--- src/rtl/lbds_defines.vh ---
`ifndef LBDS_DEFINES_VH
`define LBDS_DEFINES_VH
// register byte offsets
`define LBDS_CTRL_OFF 8'h00
`define LBDS_STAT_OFF 8'h04
`define LBDS_IRQ_STAT_OFF 8'h08
`define LBDS_IRQ_EN_OFF 8'h0c
`define LBDS_IRQ_CLR_OFF 8'h10
`define LBDS_FILT_OFF 8'h14
`define LBDS_HOLD_OFF 8'h18
`define LBDS_DO_OFF 8'h1c
// control fields
`define LBDS_CTRL_ENABLE_BIT 0
`define LBDS_CTRL_RESET 1'b1
// status fields
`define LBDS_ST_BROWNOUT_BIT 0
`define LBDS_ST_HOLD_BIT 1
`define LBDS_ST_DROPOUT_BIT 2
`define LBDS_ST_SOFTSTART_BIT 3
`define LBDS_ST_GATE_BIT 4
`define LBDS_ST_SINK_BIT 5
`define LBDS_ST_BURST_BIT 6
// interrupt event fields
`define LBDS_EV_BO_ENTER_BIT 0
`define LBDS_EV_BO_EXIT_BIT 1
`define LBDS_EV_DO_ENTER_BIT 2
`define LBDS_EV_DO_EXIT_BIT 3
`define LBDS_EV_W 4
// timing in clock cycles at 200 MHz
`define LBDS_FILT_RESET 32'h000f4240
`define LBDS_HOLD_RESET 32'h001e8480
// dropout limit, 5 ms
`define LBDS_DO_RESET 32'h000f4240
`define LBDS_TMR_W 32
`endif

--- src/rtl/lbds_supervisor.v ---
// What this block does
// - after line sense stays under threshold for the filter time, declare brownout, gates off.
// - during brownout pull the compensation node low and hold the soft-start condition.
// - when line sense is above threshold again, restart through a controlled soft-start ramp.
// - brownout detection, threshold and hysteresis all work on the peak of the line sense.
// - the hysteresis sink is on whenever brownout protection is active, and off otherwise.
// - entering brownout starts a hold timer that forces brownout regardless of the line sense.
// - after the hold time, leave brownout only when the line sense is above threshold; the code also leaves it when the enable bit is cleared.
// - in burst mode the brownout management is powered down.
// - each burst-mode switching stop resets the brownout filter timer.
// - line sense under the detect level for over 5 ms declares dropout and stops the error amp.
// - during dropout apply the small pull-down on the compensation node.
// - cancel dropout and resume the error amp when line sense rises above the clear level.
// - any fault latches soft-start, which waits for comp discharged and fault cleared.
//
// Our own choices: the register addresses and register access over Wishbone.
`include "lbds_defines.vh"
module lbds_supervisor
(
  input wire clk_i,
  input wire rst_i,
  input wire ce_i,
  input wire bo_above_thr_i,
  input wire do_below_det_i,
  input wire do_above_clr_i,
  input wire burst_stop_i,
  input wire fault_i,
  input wire comp_low_i,
  input wire [31:0] wb_adr_i,
  input wire [31:0] wb_dat_i,
  input wire [3:0] wb_sel_i,
  input wire wb_we_i,
  input wire wb_cyc_i,
  input wire wb_stb_i,
  output reg [31:0] wb_dat_o,
  output reg wb_ack_o,
  output reg gate_en_o,
  output reg comp_pull_low_o,
  output reg soft_start_o,
  output reg brownout_hyst_sink_o,
  output reg ea_enable_o,
  output reg comp_gentle_pd_o,
  output reg irq_o
);
  localparam ST_RUN = 3'b001;
  localparam ST_HOLD = 3'b010;
  localparam ST_BO = 3'b100;

  wire bo_above;
  wire do_below;
  wire do_above;
  wire burst_stop;
  wire fault_s;
  wire comp_low;

  reg [2:0] bo_state_reg;
  reg [2:0] bo_state_next;
  reg [`LBDS_TMR_W-1:0] filt_cnt_reg;
  reg [`LBDS_TMR_W-1:0] hold_cnt_reg;
  reg [`LBDS_TMR_W-1:0] do_cnt_reg;
  reg dropout_reg;
  reg ss_latch_reg;
  reg ctrl_en_reg;
  // programmable limits; the dropout one resets to 5 ms at 200 MHz
  reg [`LBDS_TMR_W-1:0] filt_lim_reg;
  reg [`LBDS_TMR_W-1:0] hold_lim_reg;
  reg [`LBDS_TMR_W-1:0] do_lim_reg;
  reg [`LBDS_EV_W-1:0] irq_stat_reg;
  reg [`LBDS_EV_W-1:0] irq_en_reg;
  reg [`LBDS_EV_W-1:0] ev;
  reg [31:0] rd_data;
  wire bo_active;
  wire wb_req;

  ////////////////////////////////////////////////////////////////////
  // pin inputs all arrive from analog comparators, so synchronise
  // the three-flop chains plus the output flop add four cycles of latency to every comparator
  lbds_sync u_sync_bo (.clk_i(clk_i), .rst_i(rst_i), .ce_i(ce_i),
    .d_i(bo_above_thr_i), .q_o(bo_above));
  lbds_sync u_sync_dod (.clk_i(clk_i), .rst_i(rst_i), .ce_i(ce_i),
    .d_i(do_below_det_i), .q_o(do_below));
  lbds_sync u_sync_doc (.clk_i(clk_i), .rst_i(rst_i), .ce_i(ce_i),
    .d_i(do_above_clr_i), .q_o(do_above));
  lbds_sync u_sync_bst (.clk_i(clk_i), .rst_i(rst_i), .ce_i(ce_i),
    .d_i(burst_stop_i), .q_o(burst_stop));
  lbds_sync u_sync_flt (.clk_i(clk_i), .rst_i(rst_i), .ce_i(ce_i),
    .d_i(fault_i), .q_o(fault_s));
  lbds_sync u_sync_cmp (.clk_i(clk_i), .rst_i(rst_i), .ce_i(ce_i),
    .d_i(comp_low_i), .q_o(comp_low));

  ////////////////////////////////////////////////////////////////////
  // brownout state machine
  // the comparator watches the peak-held line sense, so a dip between
  // peaks never clears the filter by itself
  always @*
  begin
    bo_state_next = bo_state_reg;
    case (bo_state_reg)
      ST_RUN:
      begin
        // the filter only counts while enabled and not bursting
        if (ctrl_en_reg && !burst_stop && !bo_above &&
            filt_cnt_reg >= filt_lim_reg - 1'b1)
          bo_state_next = ST_HOLD;
      end
      ST_HOLD:
      begin
        if (hold_cnt_reg >= hold_lim_reg - 1'b1)
          bo_state_next = ST_BO;
      end
      ST_BO:
      begin
        if (bo_above || !ctrl_en_reg)
          bo_state_next = ST_RUN;
      end
      default: bo_state_next = ST_RUN;
    endcase
  end

  always @(posedge clk_i)
  begin
    if (rst_i)
      bo_state_reg <= ST_RUN;
    else if (ce_i)
      bo_state_reg <= bo_state_next;
  end

  assign bo_active = (bo_state_reg != ST_RUN);

  ////////////////////////////////////////////////////////////////////
  // brownout filter and hold timers
  always @(posedge clk_i)
  begin
    if (rst_i)
    begin
      filt_cnt_reg <= {`LBDS_TMR_W{1'b0}};
      hold_cnt_reg <= {`LBDS_TMR_W{1'b0}};
    end
    else if (ce_i)
    begin
      // burst mode powers the filter down and restarts it
      if (bo_above || burst_stop || !ctrl_en_reg || bo_active)
        filt_cnt_reg <= {`LBDS_TMR_W{1'b0}};
      else if (filt_cnt_reg != {`LBDS_TMR_W{1'b1}})
        filt_cnt_reg <= filt_cnt_reg + 1'b1;
      if (bo_state_reg == ST_HOLD)
        hold_cnt_reg <= hold_cnt_reg + 1'b1;
      else
        hold_cnt_reg <= {`LBDS_TMR_W{1'b0}};
    end
  end

  ////////////////////////////////////////////////////////////////////
  // dropout timer; saturates so a long dip cannot wrap and re-arm
  always @(posedge clk_i)
  begin
    if (rst_i)
    begin
      do_cnt_reg <= {`LBDS_TMR_W{1'b0}};
      dropout_reg <= 1'b0;
    end
    else if (ce_i)
    begin
      if (!do_below)
        do_cnt_reg <= {`LBDS_TMR_W{1'b0}};
      else if (do_cnt_reg != {`LBDS_TMR_W{1'b1}})
        do_cnt_reg <= do_cnt_reg + 1'b1;
      // limit is a register so a bench need not wait the full 5 ms
      if (dropout_reg && do_above)
        dropout_reg <= 1'b0;
      else if (do_below && do_cnt_reg >= do_lim_reg)
        dropout_reg <= 1'b1;
    end
  end

  ////////////////////////////////////////////////////////////////////
  // soft-start latch: even a brief fault sticks until comp is
  // discharged and the cause has gone
  always @(posedge clk_i)
  begin
    if (rst_i)
      ss_latch_reg <= 1'b1;
    else if (ce_i)
    begin
      // a brownout re-arms the latch on every cycle it lasts
      if (fault_s || bo_active)
        ss_latch_reg <= 1'b1;
      else if (comp_low)
        ss_latch_reg <= 1'b0;
    end
  end

  ////////////////////////////////////////////////////////////////////
  // outputs, all registered
  always @(posedge clk_i)
  begin
    if (rst_i)
    begin
      gate_en_o <= 1'b0;
      comp_pull_low_o <= 1'b1;
      soft_start_o <= 1'b0;
      brownout_hyst_sink_o <= 1'b0;
      ea_enable_o <= 1'b0;
      comp_gentle_pd_o <= 1'b0;
    end
    else if (ce_i)
    begin
      // gates stay off for the whole hold, whatever the line does
      gate_en_o <= !bo_active && !fault_s;
      comp_pull_low_o <= bo_active || fault_s || (ss_latch_reg && !comp_low);
      // soft-start ramp only while the latch is still set and comp is discharged
      soft_start_o <= ss_latch_reg && comp_low && !bo_active && !fault_s;
      brownout_hyst_sink_o <= bo_active;
      ea_enable_o <= !dropout_reg && !bo_active;
      comp_gentle_pd_o <= dropout_reg && !bo_active;
    end
  end

  ////////////////////////////////////////////////////////////////////
  // interrupt events: brownout and dropout edges
  always @*
  begin
    ev = {`LBDS_EV_W{1'b0}};
    ev[`LBDS_EV_BO_ENTER_BIT] = (bo_state_reg == ST_RUN) && (bo_state_next == ST_HOLD);
    ev[`LBDS_EV_BO_EXIT_BIT] = (bo_state_reg == ST_BO) && (bo_state_next == ST_RUN);
    ev[`LBDS_EV_DO_ENTER_BIT] = !dropout_reg && do_below && do_cnt_reg >= do_lim_reg;
    ev[`LBDS_EV_DO_EXIT_BIT] = dropout_reg && do_above;
  end

  ////////////////////////////////////////////////////////////////////
  // wishbone classic slave, one wait state, ack drops after one cycle
  assign wb_req = wb_cyc_i && wb_stb_i && !wb_ack_o;

  always @*
  begin
    rd_data = 32'h00000000;
    if (wb_adr_i[7:0] == `LBDS_CTRL_OFF)
      rd_data[`LBDS_CTRL_ENABLE_BIT] = ctrl_en_reg;
    else if (wb_adr_i[7:0] == `LBDS_STAT_OFF)
    begin
      rd_data[`LBDS_ST_BROWNOUT_BIT] = bo_active;
      rd_data[`LBDS_ST_HOLD_BIT] = (bo_state_reg == ST_HOLD);
      rd_data[`LBDS_ST_DROPOUT_BIT] = dropout_reg;
      rd_data[`LBDS_ST_SOFTSTART_BIT] = ss_latch_reg;
      rd_data[`LBDS_ST_GATE_BIT] = gate_en_o;
      rd_data[`LBDS_ST_SINK_BIT] = brownout_hyst_sink_o;
      rd_data[`LBDS_ST_BURST_BIT] = burst_stop;
    end
    else if (wb_adr_i[7:0] == `LBDS_IRQ_STAT_OFF)
      rd_data[`LBDS_EV_W-1:0] = irq_stat_reg;
    else if (wb_adr_i[7:0] == `LBDS_IRQ_EN_OFF)
      rd_data[`LBDS_EV_W-1:0] = irq_en_reg;
    else if (wb_adr_i[7:0] == `LBDS_FILT_OFF)
      rd_data = filt_lim_reg;
    else if (wb_adr_i[7:0] == `LBDS_HOLD_OFF)
      rd_data = hold_lim_reg;
    // limits read back as whole words
    else if (wb_adr_i[7:0] == `LBDS_DO_OFF)
      rd_data = do_lim_reg;
  end

  always @(posedge clk_i)
  begin
    if (rst_i)
    begin
      wb_ack_o <= 1'b0;
      wb_dat_o <= 32'h00000000;
      ctrl_en_reg <= `LBDS_CTRL_RESET;
      filt_lim_reg <= `LBDS_FILT_RESET;
      hold_lim_reg <= `LBDS_HOLD_RESET;
      do_lim_reg <= `LBDS_DO_RESET;
      irq_en_reg <= {`LBDS_EV_W{1'b0}};
      irq_stat_reg <= {`LBDS_EV_W{1'b0}};
      irq_o <= 1'b0;
    end
    else if (ce_i)
    begin
      wb_ack_o <= wb_req;
      wb_dat_o <= (wb_req && !wb_we_i) ? rd_data : 32'h00000000;
      // clear first, then set, so an event in the clear cycle survives
      if (wb_req && wb_we_i && wb_adr_i[7:0] == `LBDS_IRQ_CLR_OFF && wb_sel_i[0])
        irq_stat_reg <= (irq_stat_reg & ~wb_dat_i[`LBDS_EV_W-1:0]) | ev;
      else
        irq_stat_reg <= irq_stat_reg | ev;
      // looks ahead at this cycle's events so irq rises with the status bit
      irq_o <= |((irq_stat_reg | ev) & irq_en_reg);
      if (wb_req && wb_we_i)
      begin
        if (wb_adr_i[7:0] == `LBDS_CTRL_OFF && wb_sel_i[0])
          ctrl_en_reg <= wb_dat_i[`LBDS_CTRL_ENABLE_BIT];
        else if (wb_adr_i[7:0] == `LBDS_IRQ_EN_OFF && wb_sel_i[0])
          irq_en_reg <= wb_dat_i[`LBDS_EV_W-1:0];
        else if (wb_adr_i[7:0] == `LBDS_FILT_OFF && wb_sel_i == 4'hf)
          filt_lim_reg <= wb_dat_i;
        else if (wb_adr_i[7:0] == `LBDS_HOLD_OFF && wb_sel_i == 4'hf)
          hold_lim_reg <= wb_dat_i;
        // every limit wants all four lanes, so a byte write cannot tear a count
        else if (wb_adr_i[7:0] == `LBDS_DO_OFF && wb_sel_i == 4'hf)
          do_lim_reg <= wb_dat_i;
      end
    end
  end
endmodule

--- src/rtl/lbds_sync.v ---
// three-stage synchroniser; output moves once stages two and three agree
module lbds_sync
(
  input wire clk_i,
  input wire rst_i,
  input wire ce_i,
  input wire d_i,
  output reg q_o
);
  reg s1_reg;
  reg s2_reg;
  reg s3_reg;

  // first stage is read only by the second
  always @(posedge clk_i)
  begin
    if (rst_i)
    begin
      s1_reg <= 1'b0;
      s2_reg <= 1'b0;
      s3_reg <= 1'b0;
      q_o <= 1'b0;
    end
    else if (ce_i)
    begin
      s1_reg <= d_i;
      s2_reg <= s1_reg;
      s3_reg <= s2_reg;
      if (s2_reg == s3_reg)
        q_o <= s3_reg;
    end
  end
endmodule

--- config.mk ---
export PLATFORM = sky130hd
export DESIGN_NAME = lbds_supervisor
export DESIGN_NICKNAME = d
export VERILOG_FILES = /design/src/rtl/lbds_supervisor.v /design/src/rtl/lbds_sync.v
export VERILOG_INCLUDE_DIRS = /design/src /design/src/rtl
export SDC_FILE = /design/constraint.sdc
export NUM_CORES = 1
export LEC_CHECK = 0
export BUFFER_PORTS_ARGS = -buffer_cell sky130_fd_sc_hd__buf_2
export CELL_PAD_IN_SITES_DETAIL_PLACEMENT = 1
export CELL_PAD_IN_SITES_GLOBAL_PLACEMENT = 1
export CORE_MARGIN = 2
export CORE_UTILIZATION = 30
export CTS_CLUSTER_SIZE = 30
export DETAILED_ROUTE_END_ITERATION = 16
export GPL_TIMING_DRIVEN = 0
export MAX_ROUTING_LAYER = met4
export PLACE_DENSITY = 0.59
export SYNTH_ARGS = -nofsm -noshare
export SYNTH_HDL_FRONTEND = slang
export SYNTH_HIERARCHICAL = 1
export SYNTH_SLANG_ARGS = --single-unit
--- constraint.sdc ---
create_clock -name clk_i -period 8.5 [get_ports clk_i]
set_input_delay 1.275 -clock clk_i [delete_from_list [all_inputs] [get_ports clk_i]]
set_output_delay 1.275 -clock clk_i [all_outputs]
set_load 0.02 [all_outputs]
# Word level (Yosys, flattened, before mapping)
# Cells that the tools add are included.
# totals
reg_bits	270
in_bits	80
output_inout_bits	40
elab_cells	173
# classes
add_sub_neg	5
magnitude_cmp	3
n_eq_ne	23
n_mux	26
n_bitwise	9
n_reduce_logical	62
# ops
operator	count
2-to-1 mux 32 bit	9
adder 32 x 1 -> 32 bit (second input constant)	3
>= comparator 32 bit	3
!= test 32 bit (second input constant)	2
subtractor 32 x 1 -> 32 bit (second input constant)	2
2-to-1 mux 28 bit	2
equality test 8 x 5 -> 1 bit (second input constant)	4
2-to-1 mux 31 bit	1
logical AND 1 bit	27
2-to-1 mux 25 bit	1
AND reduction 2 bit	10
equality test 8 x 4 -> 1 bit (second input constant)	2
2-to-1 mux 4 bit	3
zero test 1 bit	9
2-to-1 mux 3 bit	3
one-hot mux 3 bit (3 select lines)	1
AND 4 bit	2
equality test 8 x 3 -> 1 bit (second input constant)	1
zero test 8 bit	1
bitwise OR 4 bit	2
2-to-1 mux 7 bit	1
AND reduction 7 bit	1
equality test 1 bit	6
equality test 3 x 1 -> 1 bit (second input constant)	2
15 further kinds	30

# Logic depth before layout (Yosys ltp)
# Gate-level depths: netlist of run 1.
# logic_depth
depth_word	11
depth_mapped	16
mapped_depth_nobuf	16

# By module
# The synthesis of run 1 kept the hierarchy.
# modules_own_cells
mod	n_inst	cells_per_inst	area_per_inst_um2	seq_area_each_um2
lbds_supervisor	1	1747	13814.5	4924.7
lbds_sync	6	16	171.4	80.1

# Least setup slack after synthesis of run 1
# Ideal clock, no wire load.
# synth_timing
path_kind	register -> register
startpoint	register hold_lim_reg[2]
endpoint	register bo_state_reg[1]
setup_time_ps	125
arrival_ps	3686
required_ps	8375
slack_ps	4688
stages_incl_launch_ff	16
path_buffers	0
period_less_slack_ps	3812
path_cell_list	dfxtp_1 -> nor4_4 -> nand3_1 -> or4_4 -> or4_4 -> nor3b_4 -> nand2_1 -> xor2_1 -> ha_1 -> nand4_1 -> nor4_1 -> nand4_1 -> a2111oi_0 -> nor3_1 -> nor3_1 -> nor3_1
# synth_via
elab_chain_len	4
# synth_rtl
element	line_no	source
start, declared	lbds_supervisor.v:66	reg [`LBDS_TMR_W-1:0] hold_lim_reg;
start signal, assigned	lbds_supervisor.v:270	hold_lim_reg <= `LBDS_HOLD_RESET;
start signal, assigned	lbds_supervisor.v:296	hold_lim_reg <= wb_dat_i;
subtractor 32 x 1 -> 32 bit	lbds_supervisor.v:108	if (hold_cnt_reg >= hold_lim_reg - 1'b1)
>= comparator 32 bit	lbds_supervisor.v:108	
2-to-1 mux 3 bit	lbds_supervisor.v:108	
one-hot mux 3 bit (3 select lines)	lbds_supervisor.v:98	case (bo_state_reg)
end signal, assigned	lbds_supervisor.v:125	bo_state_reg <= bo_state_next;
end, declared	lbds_supervisor.v:56	reg [2:0] bo_state_reg;
# No other way between the ends.
# A chain may end at the register's enable or synchronous reset.

# Final worst setup path of run 1
# Same ends and word-level chain as after synthesis.

==> results of run 1 <==
-- worst max-delay path, cell delays in order, from the launching register on --
cell and delay [ns]:
dfxtp_1 0.40, nor4_4 0.35, nand3_1 0.19, or4_4 0.48
nor4_4 0.35, nand3b_4 0.19, nor4_4 0.25, xnor2_1 0.11
ha_1 0.31, nand4_1 0.13, nor4_1 0.58, nand4_1 0.22
a2111oi_0 0.90, nor3_1 0.13, nor3_1 0.23, nor3_1 0.07
-- report_power, final --
part | switching, mW | internal (mW) | total, mW
clock | 0.627 | 0.990 | 1.62
combinational | 0.101 | 0.0391 | 0.141
sequential | 0.00673 | 1.27 | 1.28
-- Yosys cell counts, drive strengths merged (4+ instances only) --
master / n / area, um2
nand2: 311 / 1167
dfxtp: 270 / 5405
nor2: 208 / 780.8
a21oi: 188 / 940.9
ha: 101 / 1264
clkbuf: 86 / 330.3
xor2: 78 / 683.2
xnor2: 61 / 534.3
nand3: 53 / 265.3
inv: 51 / 191.4
nor3: 43 / 215.2
o21ai: 37 / 185.2
mux2i: 36 / 360.4
nand4: 36 / 225.2
o311ai: 24 / 210.2
and3: 23 / 143.9
and4: 19 / 166.4
nor4: 19 / 170.2
or3: 19 / 118.9
nand2b: 18 / 127.6
nand3b: 18 / 147.6
a21o: 17 / 127.6
nor2b: 13 / 126.4
and2: 11 / 68.82
a211o: 10 / 87.58
a211oi: 10 / 75.07
nor3b: 8 / 76.32
buf: 6 / 26.27
o211ai: 6 / 45.04
o32ai: 6 / 97.59
or4: 6 / 56.30
o21a: 5 / 37.54
a2111oi: 4 / 41.29
o22ai: 4 / 25.02
-- final cells by class --
cell class,instances,share of cell area (%)
buffer,92,2.051
clock inverter,15,1.051
timing repair buffer,94,2.706
clock buffer,51,6.089
inverter,51,1.101
tap,664,4.779
sequential,270,31.09
multi-input combinational,1430,51.13
-- per-stage QoR --
stage	utilization, %	hold WS [ns]	cells	total power, mW	cell area, um2
2_1_floorplan	-	0.4363	1843	1.374	14840
3_3_place_gp	33.05	0.4408	2601	1.446	16140
3_5_place_dp	33.05	0.4475	2601	1.448	16140
4_1_cts	35.59	0.4555	2667	3.079	17390
5_1_grt	35.59	0.4713	2667	3.138	17390
6_report	35.59	0.4558	2667	3.037	17390
-- how the worst min path moves through the flow --
stage,from,to,slack (ns),cells past startpoint
4_1_cts,do_lim_reg[13]$_SDFFE_PP0P_,do_lim_reg[13]$_SDFFE_PP0P_,0.46,2
6_report,do_lim_reg[11]$_SDFFE_PP0P_,do_lim_reg[11]$_SDFFE_PP0P_,0.46,2
5_1_grt,do_lim_reg[11]$_SDFFE_PP0P_,do_lim_reg[11]$_SDFFE_PP0P_,0.47,2
2_1_floorplan,do_lim_reg[10]$_SDFFE_PP0P_,do_lim_reg[10]$_SDFFE_PP0P_,0.44,2
3_5_place_dp,do_lim_reg[13]$_SDFFE_PP0P_,do_lim_reg[13]$_SDFFE_PP0P_,0.45,2
3_3_place_gp,do_lim_reg[10]$_SDFFE_PP0P_,do_lim_reg[10]$_SDFFE_PP0P_,0.44,2
-- cell usage in the layout, fill, tap and decap left out, types with 37 or more instances in the layout --
master and instances:
nand2_1 311, dfxtp_1 270, nor2_1 208, a21oi_1 188
ha_1 101, buf_2 97, clkbuf_1 86, xor2_1 78
xnor2_1 61, nand3_1 53, inv_1 51, nor3_1 43
o21ai_0 37, clkbuf_16 37
-- per-layer routing --
metal / vias to the layer above / global-route usage, % / part of all wire [%]
met2: 231 / 35.10 / 45
met1: 6727 / 28.71 / 48
met4: 0 / 6.388 / 2.4
li1: 6695 / - / -
met3: 83 / 3.317 / 4.4
met5: - / - / 0
-- logic make-up after synthesis --
kind of cell,share of synthesized area (%)
buffers and inverters,3.692
flip-flops,36.42
adder cells (fa/ha/maj),8.514
AND/OR/NAND/NOR,26.64
AO/OA/AOI/OAI,14.11
XOR/XNOR,8.202
multiplexers,2.428
==> metrics.txt, run 1 <==
# TYPE chip_impl_metric gauge
chip_impl_metric{name="cp_data_arrival_time",unit="ns"} 5.47
chip_impl_metric{name="die_area",unit="um2"} 51270
chip_impl_metric{name="fmaxAchievable",unit="MHz"} 198.0
chip_impl_metric{name="p_leak",unit="nW"} 6.709
chip_impl_metric{name="holdBufCountCts",unit=""} 0
chip_impl_metric{name="vdd.ir_drop.worst",unit="V"} 0.0001096
chip_impl_metric{name="finalSetupTns",unit="ns"} 0
chip_impl_metric{name="postSynthAreaPerCell",unit="um2"} 8.054
chip_impl_info{name="r2r_start",value="hold_lim_reg[2]$_SDFFE_PP0P_"} 1
chip_impl_metric{name="ff2ff_setup_slack",unit="ns"} 3.45
chip_impl_metric{name="drt_iter0_markers",unit=""} 709
chip_impl_metric{name="layout_worst_path_cycle_share",unit="%"} 59.42
chip_impl_metric{name="synth.cell_area",unit="um2"} 14840
chip_impl_info{name="outcome",value="completed"} 1
chip_impl_metric{name="number_of_input_and_output_port_buffers_inserted",unit=""} 94
chip_impl_metric{name="floorplan.die.height",unit="um"} 226.4
chip_impl_info{name="timing.critical_path.to_type",value="register"} 1
chip_impl_metric{name="dr.pass1.iters",unit=""} 5
chip_impl_metric{name="globalRoute.totalOverflow",unit=""} 0
chip_impl_metric{name="top_level_ports",unit=""} 120
chip_impl_metric{name="multi_input_comb_area",unit="um2"} 8890
chip_impl_metric{name="cp_max_fanout",unit=""} 6
chip_impl_metric{name="die-width",unit="um"} 226.4
chip_impl_metric{name="floorplan.rows",unit=""} 81
chip_impl_metric{name="synthesis.nets",unit=""} 2024
chip_impl_metric{name="clock-skew-final",unit="ns"} 0.03057
chip_impl_metric{name="routed_wire_length_per_instance",unit="um"} 20.26
chip_impl_info{name="setup_repair_after_global_routing_missed_its_margin",value="no"} 1
chip_impl_info{name="critical_path.endpoint",value="bo_state_reg[1]$_SDFFE_PP0P_"} 1
chip_impl_metric{name="sequential_cell_area",unit="um2"} 5405
chip_impl_info{name="worst_setup_path_startpoint",value="hold_lim_reg[2]$_SDFFE_PP0P_"} 1
chip_impl_metric{name="yosys_warnings",unit=""} 6
chip_impl_metric{name="antenna_found_initial",unit=""} 3
chip_impl_metric{name="grtUsageTotal",unit="%"} 21.96
chip_impl_metric{name="cts.repair_timing.setup_buffer_count",unit=""} 0
chip_impl_metric{name="core_region_area",unit="um2"} 48850
chip_impl_metric{name="drive_gt1_share",unit="%"} 9.735
chip_impl_metric{name="clock_path_buffers",unit=""} 3
chip_impl_info{name="worst-setup-path-type",value="reg2reg"} 1
chip_impl_metric{name="clkSinkCount",unit=""} 270
chip_impl_info{name="startpoint_type",value="register"} 1
chip_impl_info{name="cts_tree",value="built"} 1
chip_impl_metric{name="drt-vias-per-instance",unit=""} 5.150
chip_impl_metric{name="clock_latency",unit="ns"} 0.58
chip_impl_metric{name="post_cts_resized",unit=""} 0
chip_impl_info{name="rr_endpoint",value="bo_state_reg[1]$_SDFFE_PP0P_"} 1
chip_impl_metric{name="floorplan.initialDensity",unit="%"} 30.39
chip_impl_metric{name="clock_slew_at_reported_path_ffs",unit="ns"} 0.06
chip_impl_metric{name="drt_drc_violations_left",unit=""} 0
chip_impl_metric{name="detailedPlacementHpwl",unit="um"} 42470
chip_impl_metric{name="worstPathRequired",unit="ns"} 8.91
chip_impl_metric{name="routed_wirelength",unit="um"} 54040
chip_impl_metric{name="antenna-diode-count",unit=""} 0
chip_impl_metric{name="distinct_cells_synth",unit=""} 69
chip_impl_metric{name="power.density_cell_area",unit="nW/um2"} 174.7
chip_impl_metric{name="detailedPlace.worstSlack",unit="ns"} 3.407
chip_impl_metric{name="hold_viol_final",unit=""} 0
chip_impl_metric{name="htreeDepth",unit=""} 2
chip_impl_metric{name="final_worst_setup_slack",unit="ns"} 3.449
chip_impl_metric{name="synth_edf_count",unit=""} 0
chip_impl_metric{name="worstRegToRegCells",unit=""} 15
chip_impl_metric{name="detail-route-antenna-nets",unit=""} 0
chip_impl_metric{name="ys_seq_elements",unit=""} 270
chip_impl_info{name="clock_tree.root_cell",value="clkbuf_16"} 1
chip_impl_metric{name="via_count_of_the_first_global_routing_pass",unit=""} 14134
chip_impl_metric{name="yosysSeqAreaShare",unit="%"} 36.42
chip_impl_info{name="hold_path_class",value="reg2reg"} 1
chip_impl_metric{name="finalSetupViolCount",unit=""} 0
chip_impl_metric{name="fill_cells",unit=""} 5946
chip_impl_metric{name="place_congestion",unit=""} 0.8558
chip_impl_metric{name="grt_start_max_net_pins",unit=""} 34
chip_impl_metric{name="timing_worst_slew_pin_value",unit="ns"} 1.139
chip_impl_metric{name="async_flop_share",unit="%"} 0
chip_impl_metric{name="maxSlewHeadroom",unit="%"} 22.13
chip_impl_metric{name="cts_made_buffers",unit=""} 36
chip_impl_metric{name="postSynthCellCount",unit=""} 1843
chip_impl_metric{name="num_vias",unit=""} 13736
chip_impl_metric{name="design.final.nets",unit=""} 2156
chip_impl_metric{name="layout_min_cycle_time",unit="ns"} 5.051
chip_impl_info{name="ys_dominant_reg_cell",value="dfxtp_1"} 1
chip_impl_metric{name="max-cap-violations",unit=""} 0
chip_impl_metric{name="final-max-slew-violation-count",unit=""} 0
chip_impl_metric{name="syn2layout_area_growth",unit="%"} 17.13
chip_impl_metric{name="grt_first_pass_wirelength",unit="um"} 82860
Power figures use the tool's default switching activity.
==> inputs of run 2 (changes only) <==
==> constraint.sdc (replaced) <==
create_clock -name clk_i -period 5.3 [get_ports clk_i]
set_input_delay 0.795 -clock clk_i [delete_from_list [all_inputs] [get_ports clk_i]]
set_output_delay 0.795 -clock clk_i [all_outputs]
set_load 0.02 [all_outputs]
==> run 2 against run 1 <==
Fmax up 4.8%; utilization about the same; highest routed layer unchanged; count of clock-buffer cells in the layout unchanged; global-route usage unchanged; largest power group unchanged; critical endpoint unchanged; wire length about the same; total power up 60%; setup slack worse by 3.0 ns; largest cell class unchanged; via count about the same.
==> metrics.txt, run 2 (synthesis results as in run 1) <==
# TYPE chip_impl_metric gauge
chip_impl_metric{name="power.density_cell_area",unit="nW/um2"} 280.1
chip_impl_info{name="worst-setup-path-type",value="reg2reg"} 1
chip_impl_metric{name="cp_data_arrival_time",unit="ns"} 5.23
chip_impl_metric{name="top_level_ports",unit=""} 120
chip_impl_metric{name="layout_worst_path_cycle_share",unit="%"} 90.91
chip_impl_metric{name="syn2layout_area_growth",unit="%"} 17.14
chip_impl_metric{name="vdd.ir_drop.worst",unit="V"} 0.0001757
chip_impl_metric{name="htreeDepth",unit=""} 2
chip_impl_metric{name="clkSinkCount",unit=""} 270
chip_impl_info{name="clock_tree.root_cell",value="clkbuf_16"} 1
chip_impl_info{name="timing.critical_path.to_type",value="register"} 1
chip_impl_metric{name="cp_max_fanout",unit=""} 6
chip_impl_info{name="worst_setup_path_startpoint",value="hold_lim_reg[2]$_SDFFE_PP0P_"} 1
chip_impl_metric{name="antenna-diode-count",unit=""} 0
chip_impl_metric{name="worstPathRequired",unit="ns"} 5.71
chip_impl_metric{name="fmaxAchievable",unit="MHz"} 207.5
chip_impl_metric{name="drive_gt1_share",unit="%"} 9.735
chip_impl_metric{name="finalSetupTns",unit="ns"} 0
chip_impl_metric{name="final-instance-count-excl-fill",unit=""} 2667
chip_impl_metric{name="dpl.cell_count",unit=""} 2601
chip_impl_info{name="rr_endpoint",value="bo_state_reg[1]$_SDFFE_PP0P_"} 1
chip_impl_metric{name="worstRegToRegCells",unit=""} 15
chip_impl_metric{name="antenna_found_initial",unit=""} 3
chip_impl_metric{name="die_area",unit="um2"} 51270
chip_impl_metric{name="global_routing_met2_resource_utilization",unit="%"} 35.10
chip_impl_metric{name="routed_wire_length_per_instance",unit="um"} 20.26
chip_impl_metric{name="grt_first_pass_wirelength",unit="um"} 82860
chip_impl_metric{name="drt_iter0_markers",unit=""} 710
chip_impl_metric{name="routed_wirelength",unit="um"} 54040
chip_impl_metric{name="via_count_of_the_first_global_routing_pass",unit=""} 14134
chip_impl_metric{name="floorplan.die.height",unit="um"} 226.4
chip_impl_metric{name="grt.met3_usage",unit="%"} 3.317
chip_impl_metric{name="p_leak",unit="nW"} 6.709
chip_impl_info{name="r2r_start",value="hold_lim_reg[2]$_SDFFE_PP0P_"} 1
chip_impl_metric{name="floorplan.rows",unit=""} 81
chip_impl_metric{name="number_of_input_and_output_port_buffers_inserted",unit=""} 94
chip_impl_metric{name="drt_drc_violations_left",unit=""} 0
chip_impl_metric{name="holdBufCountCts",unit=""} 0
chip_impl_metric{name="ff2ff_setup_slack",unit="ns"} 0.48
chip_impl_metric{name="max-cap-violations",unit=""} 0
chip_impl_metric{name="detail-route-antenna-nets",unit=""} 0
chip_impl_metric{name="fill_cells",unit=""} 5945
chip_impl_metric{name="drt-vias-per-instance",unit=""} 5.147
chip_impl_metric{name="clock-skew-final",unit="ns"} 0.03057
chip_impl_metric{name="cts_made_buffers",unit=""} 36
chip_impl_metric{name="layout_min_cycle_time",unit="ns"} 4.818
chip_impl_info{name="outcome",value="completed"} 1
chip_impl_metric{name="place_congestion",unit=""} 0.8558
chip_impl_metric{name="die-width",unit="um"} 226.4
chip_impl_metric{name="clock_slew_at_reported_path_ffs",unit="ns"} 0.06
chip_impl_metric{name="globalRoute.totalOverflow",unit=""} 0
chip_impl_metric{name="num_vias",unit=""} 13726
chip_impl_metric{name="floorplan.initialDensity",unit="%"} 30.39
chip_impl_info{name="final_common_cell",value="nand2_1"} 1
chip_impl_metric{name="dr.pass1.iters",unit=""} 5
chip_impl_info{name="cts_tree",value="built"} 1
chip_impl_info{name="startpoint_type",value="register"} 1
chip_impl_metric{name="clock_path_buffers",unit=""} 3
chip_impl_metric{name="core_region_area",unit="um2"} 48850
chip_impl_metric{name="clock_latency",unit="ns"} 0.58
chip_impl_info{name="hold_path_class",value="reg2reg"} 1
chip_impl_metric{name="detailedPlacementHpwl",unit="um"} 42470
chip_impl_info{name="min_delay_src",value="do_lim_reg[11]$_SDFFE_PP0P_"} 1
chip_impl_info{name="worst_hold_path.endpoint",value="do_lim_reg[11]$_SDFFE_PP0P_"} 1
chip_impl_metric{name="hold_viol_final",unit=""} 0
chip_impl_metric{name="finalSetupViolCount",unit=""} 0
chip_impl_metric{name="cts.repair_timing.setup_buffer_count",unit=""} 0
chip_impl_metric{name="maxSlewHeadroom",unit="%"} 22.13
chip_impl_metric{name="grt_start_max_net_pins",unit=""} 34
chip_impl_metric{name="design.final.nets",unit=""} 2156
chip_impl_metric{name="whs_path_depth",unit=""} 2
chip_impl_info{name="gr-max-usage-layer",value="met2"} 1
chip_impl_metric{name="timing_worst_slew_pin_value",unit="ns"} 1.139
chip_impl_metric{name="gr_util_met1",unit="%"} 28.71
chip_impl_info{name="most_frequent_cells_in_the_layout",value="nand2_1 (311), dfxtp_1 (270), nor2_1 (208)"} 1
chip_impl_metric{name="grtUsageTotal",unit="%"} 21.96
chip_impl_info{name="setup_repair_after_global_routing_missed_its_margin",value="no"} 1
chip_impl_metric{name="final-max-slew-violation-count",unit=""} 0
## run 2: cell counts in the layout (fill, tap and decap cells not counted)
Identical to the previous run, type by type.
## run 2: metal layers
layer  wire, um  vias to the layer above  share of wire [%]
met5          0                        -                  0
met4       1309                        0                2.4
met3       2369                       81                4.4
met2      24430                      232                 45
met1      25930                     6718                 48
li1           -                     6695                  -
## run 2: report_power, final
group / leakage (nW) / internal (mW) / switching (mW) / total, mW
registers: 2.18 / 2.04 / 0.0108 / 2.05
clock network: 0.621 / 1.59 / 1.00 / 2.59
logic: 3.91 / 0.0628 / 0.163 / 0.226
## run 2: worst max path at each step
stage / to / slack [ns] / cells past startpoint
after floorplan: bo_state_reg[1]$_SDFFE_PP0P_ / 1.49 / 15
after global placement: bo_state_reg[1]$_SDFFE_PP0P_ / 0.48 / 15
after detailed placement: bo_state_reg[1]$_SDFFE_PP0P_ / 0.39 / 15
after CTS: bo_state_reg[1]$_SDFFE_PP0P_ / 0.36 / 15
after global routing: bo_state_reg[1]$_SDFFE_PP0P_ / 0.07 / 15
final: bo_state_reg[1]$_SDFFE_PP0P_ / 0.48 / 15
## run 2: stage by stage
stage               hold slack [ns]  instance area, um2  setup slack [ns]  power, mW  utilization (%)
floorplan                    0.4363               14840             1.488      2.203                -
global placement             0.4408               16140            0.4758      2.320            33.05
detailed placement           0.4475               16140            0.3914      2.323            33.05
CTS                          0.4502               17390            0.3646      4.939            35.59
global route                 0.4713               17390           0.07095      5.032            35.59
finish                       0.4558               17390            0.4816      4.871            35.59
## run 2: what timing repair did
| item | CTS | global route |
|---|---|---|
| setup endpoints to repair | 0 | 1 |
| endpoints found under the hold margin | 0 | 0 |
| resized for setup | 0 | 1 |
## run 2: worst max-delay path, stage by stage, from the launching register on
cell	delay, ns
dfxtp_1	0.40
nor4_4	0.35
nand3_1	0.19
or4_4	0.48
nor4_4	0.35
nand3b_4	0.19
nor4_4	0.25
xnor2_1	0.11
ha_1	0.31
nand4_1	0.13
nor4_1	0.58
nand4_1	0.22
a2111oi_1	0.68
nor3_1	0.13
nor3_1	0.21
nor3_1	0.07
## run 2: cell type report
type | count | area [um2] | area share (%)
well taps | 664 | 830.8 | 4.778
clock buffers | 51 | 1059 | 6.088
plain buffers | 92 | 356.6 | 2.051
clock inverters | 15 | 182.7 | 1.051
repair buffers | 94 | 470.5 | 2.706
inverters | 51 | 191.4 | 1.101
multi-input cells | 1430 | 8891 | 51.14
flip-flops and latches | 270 | 5405 | 31.09
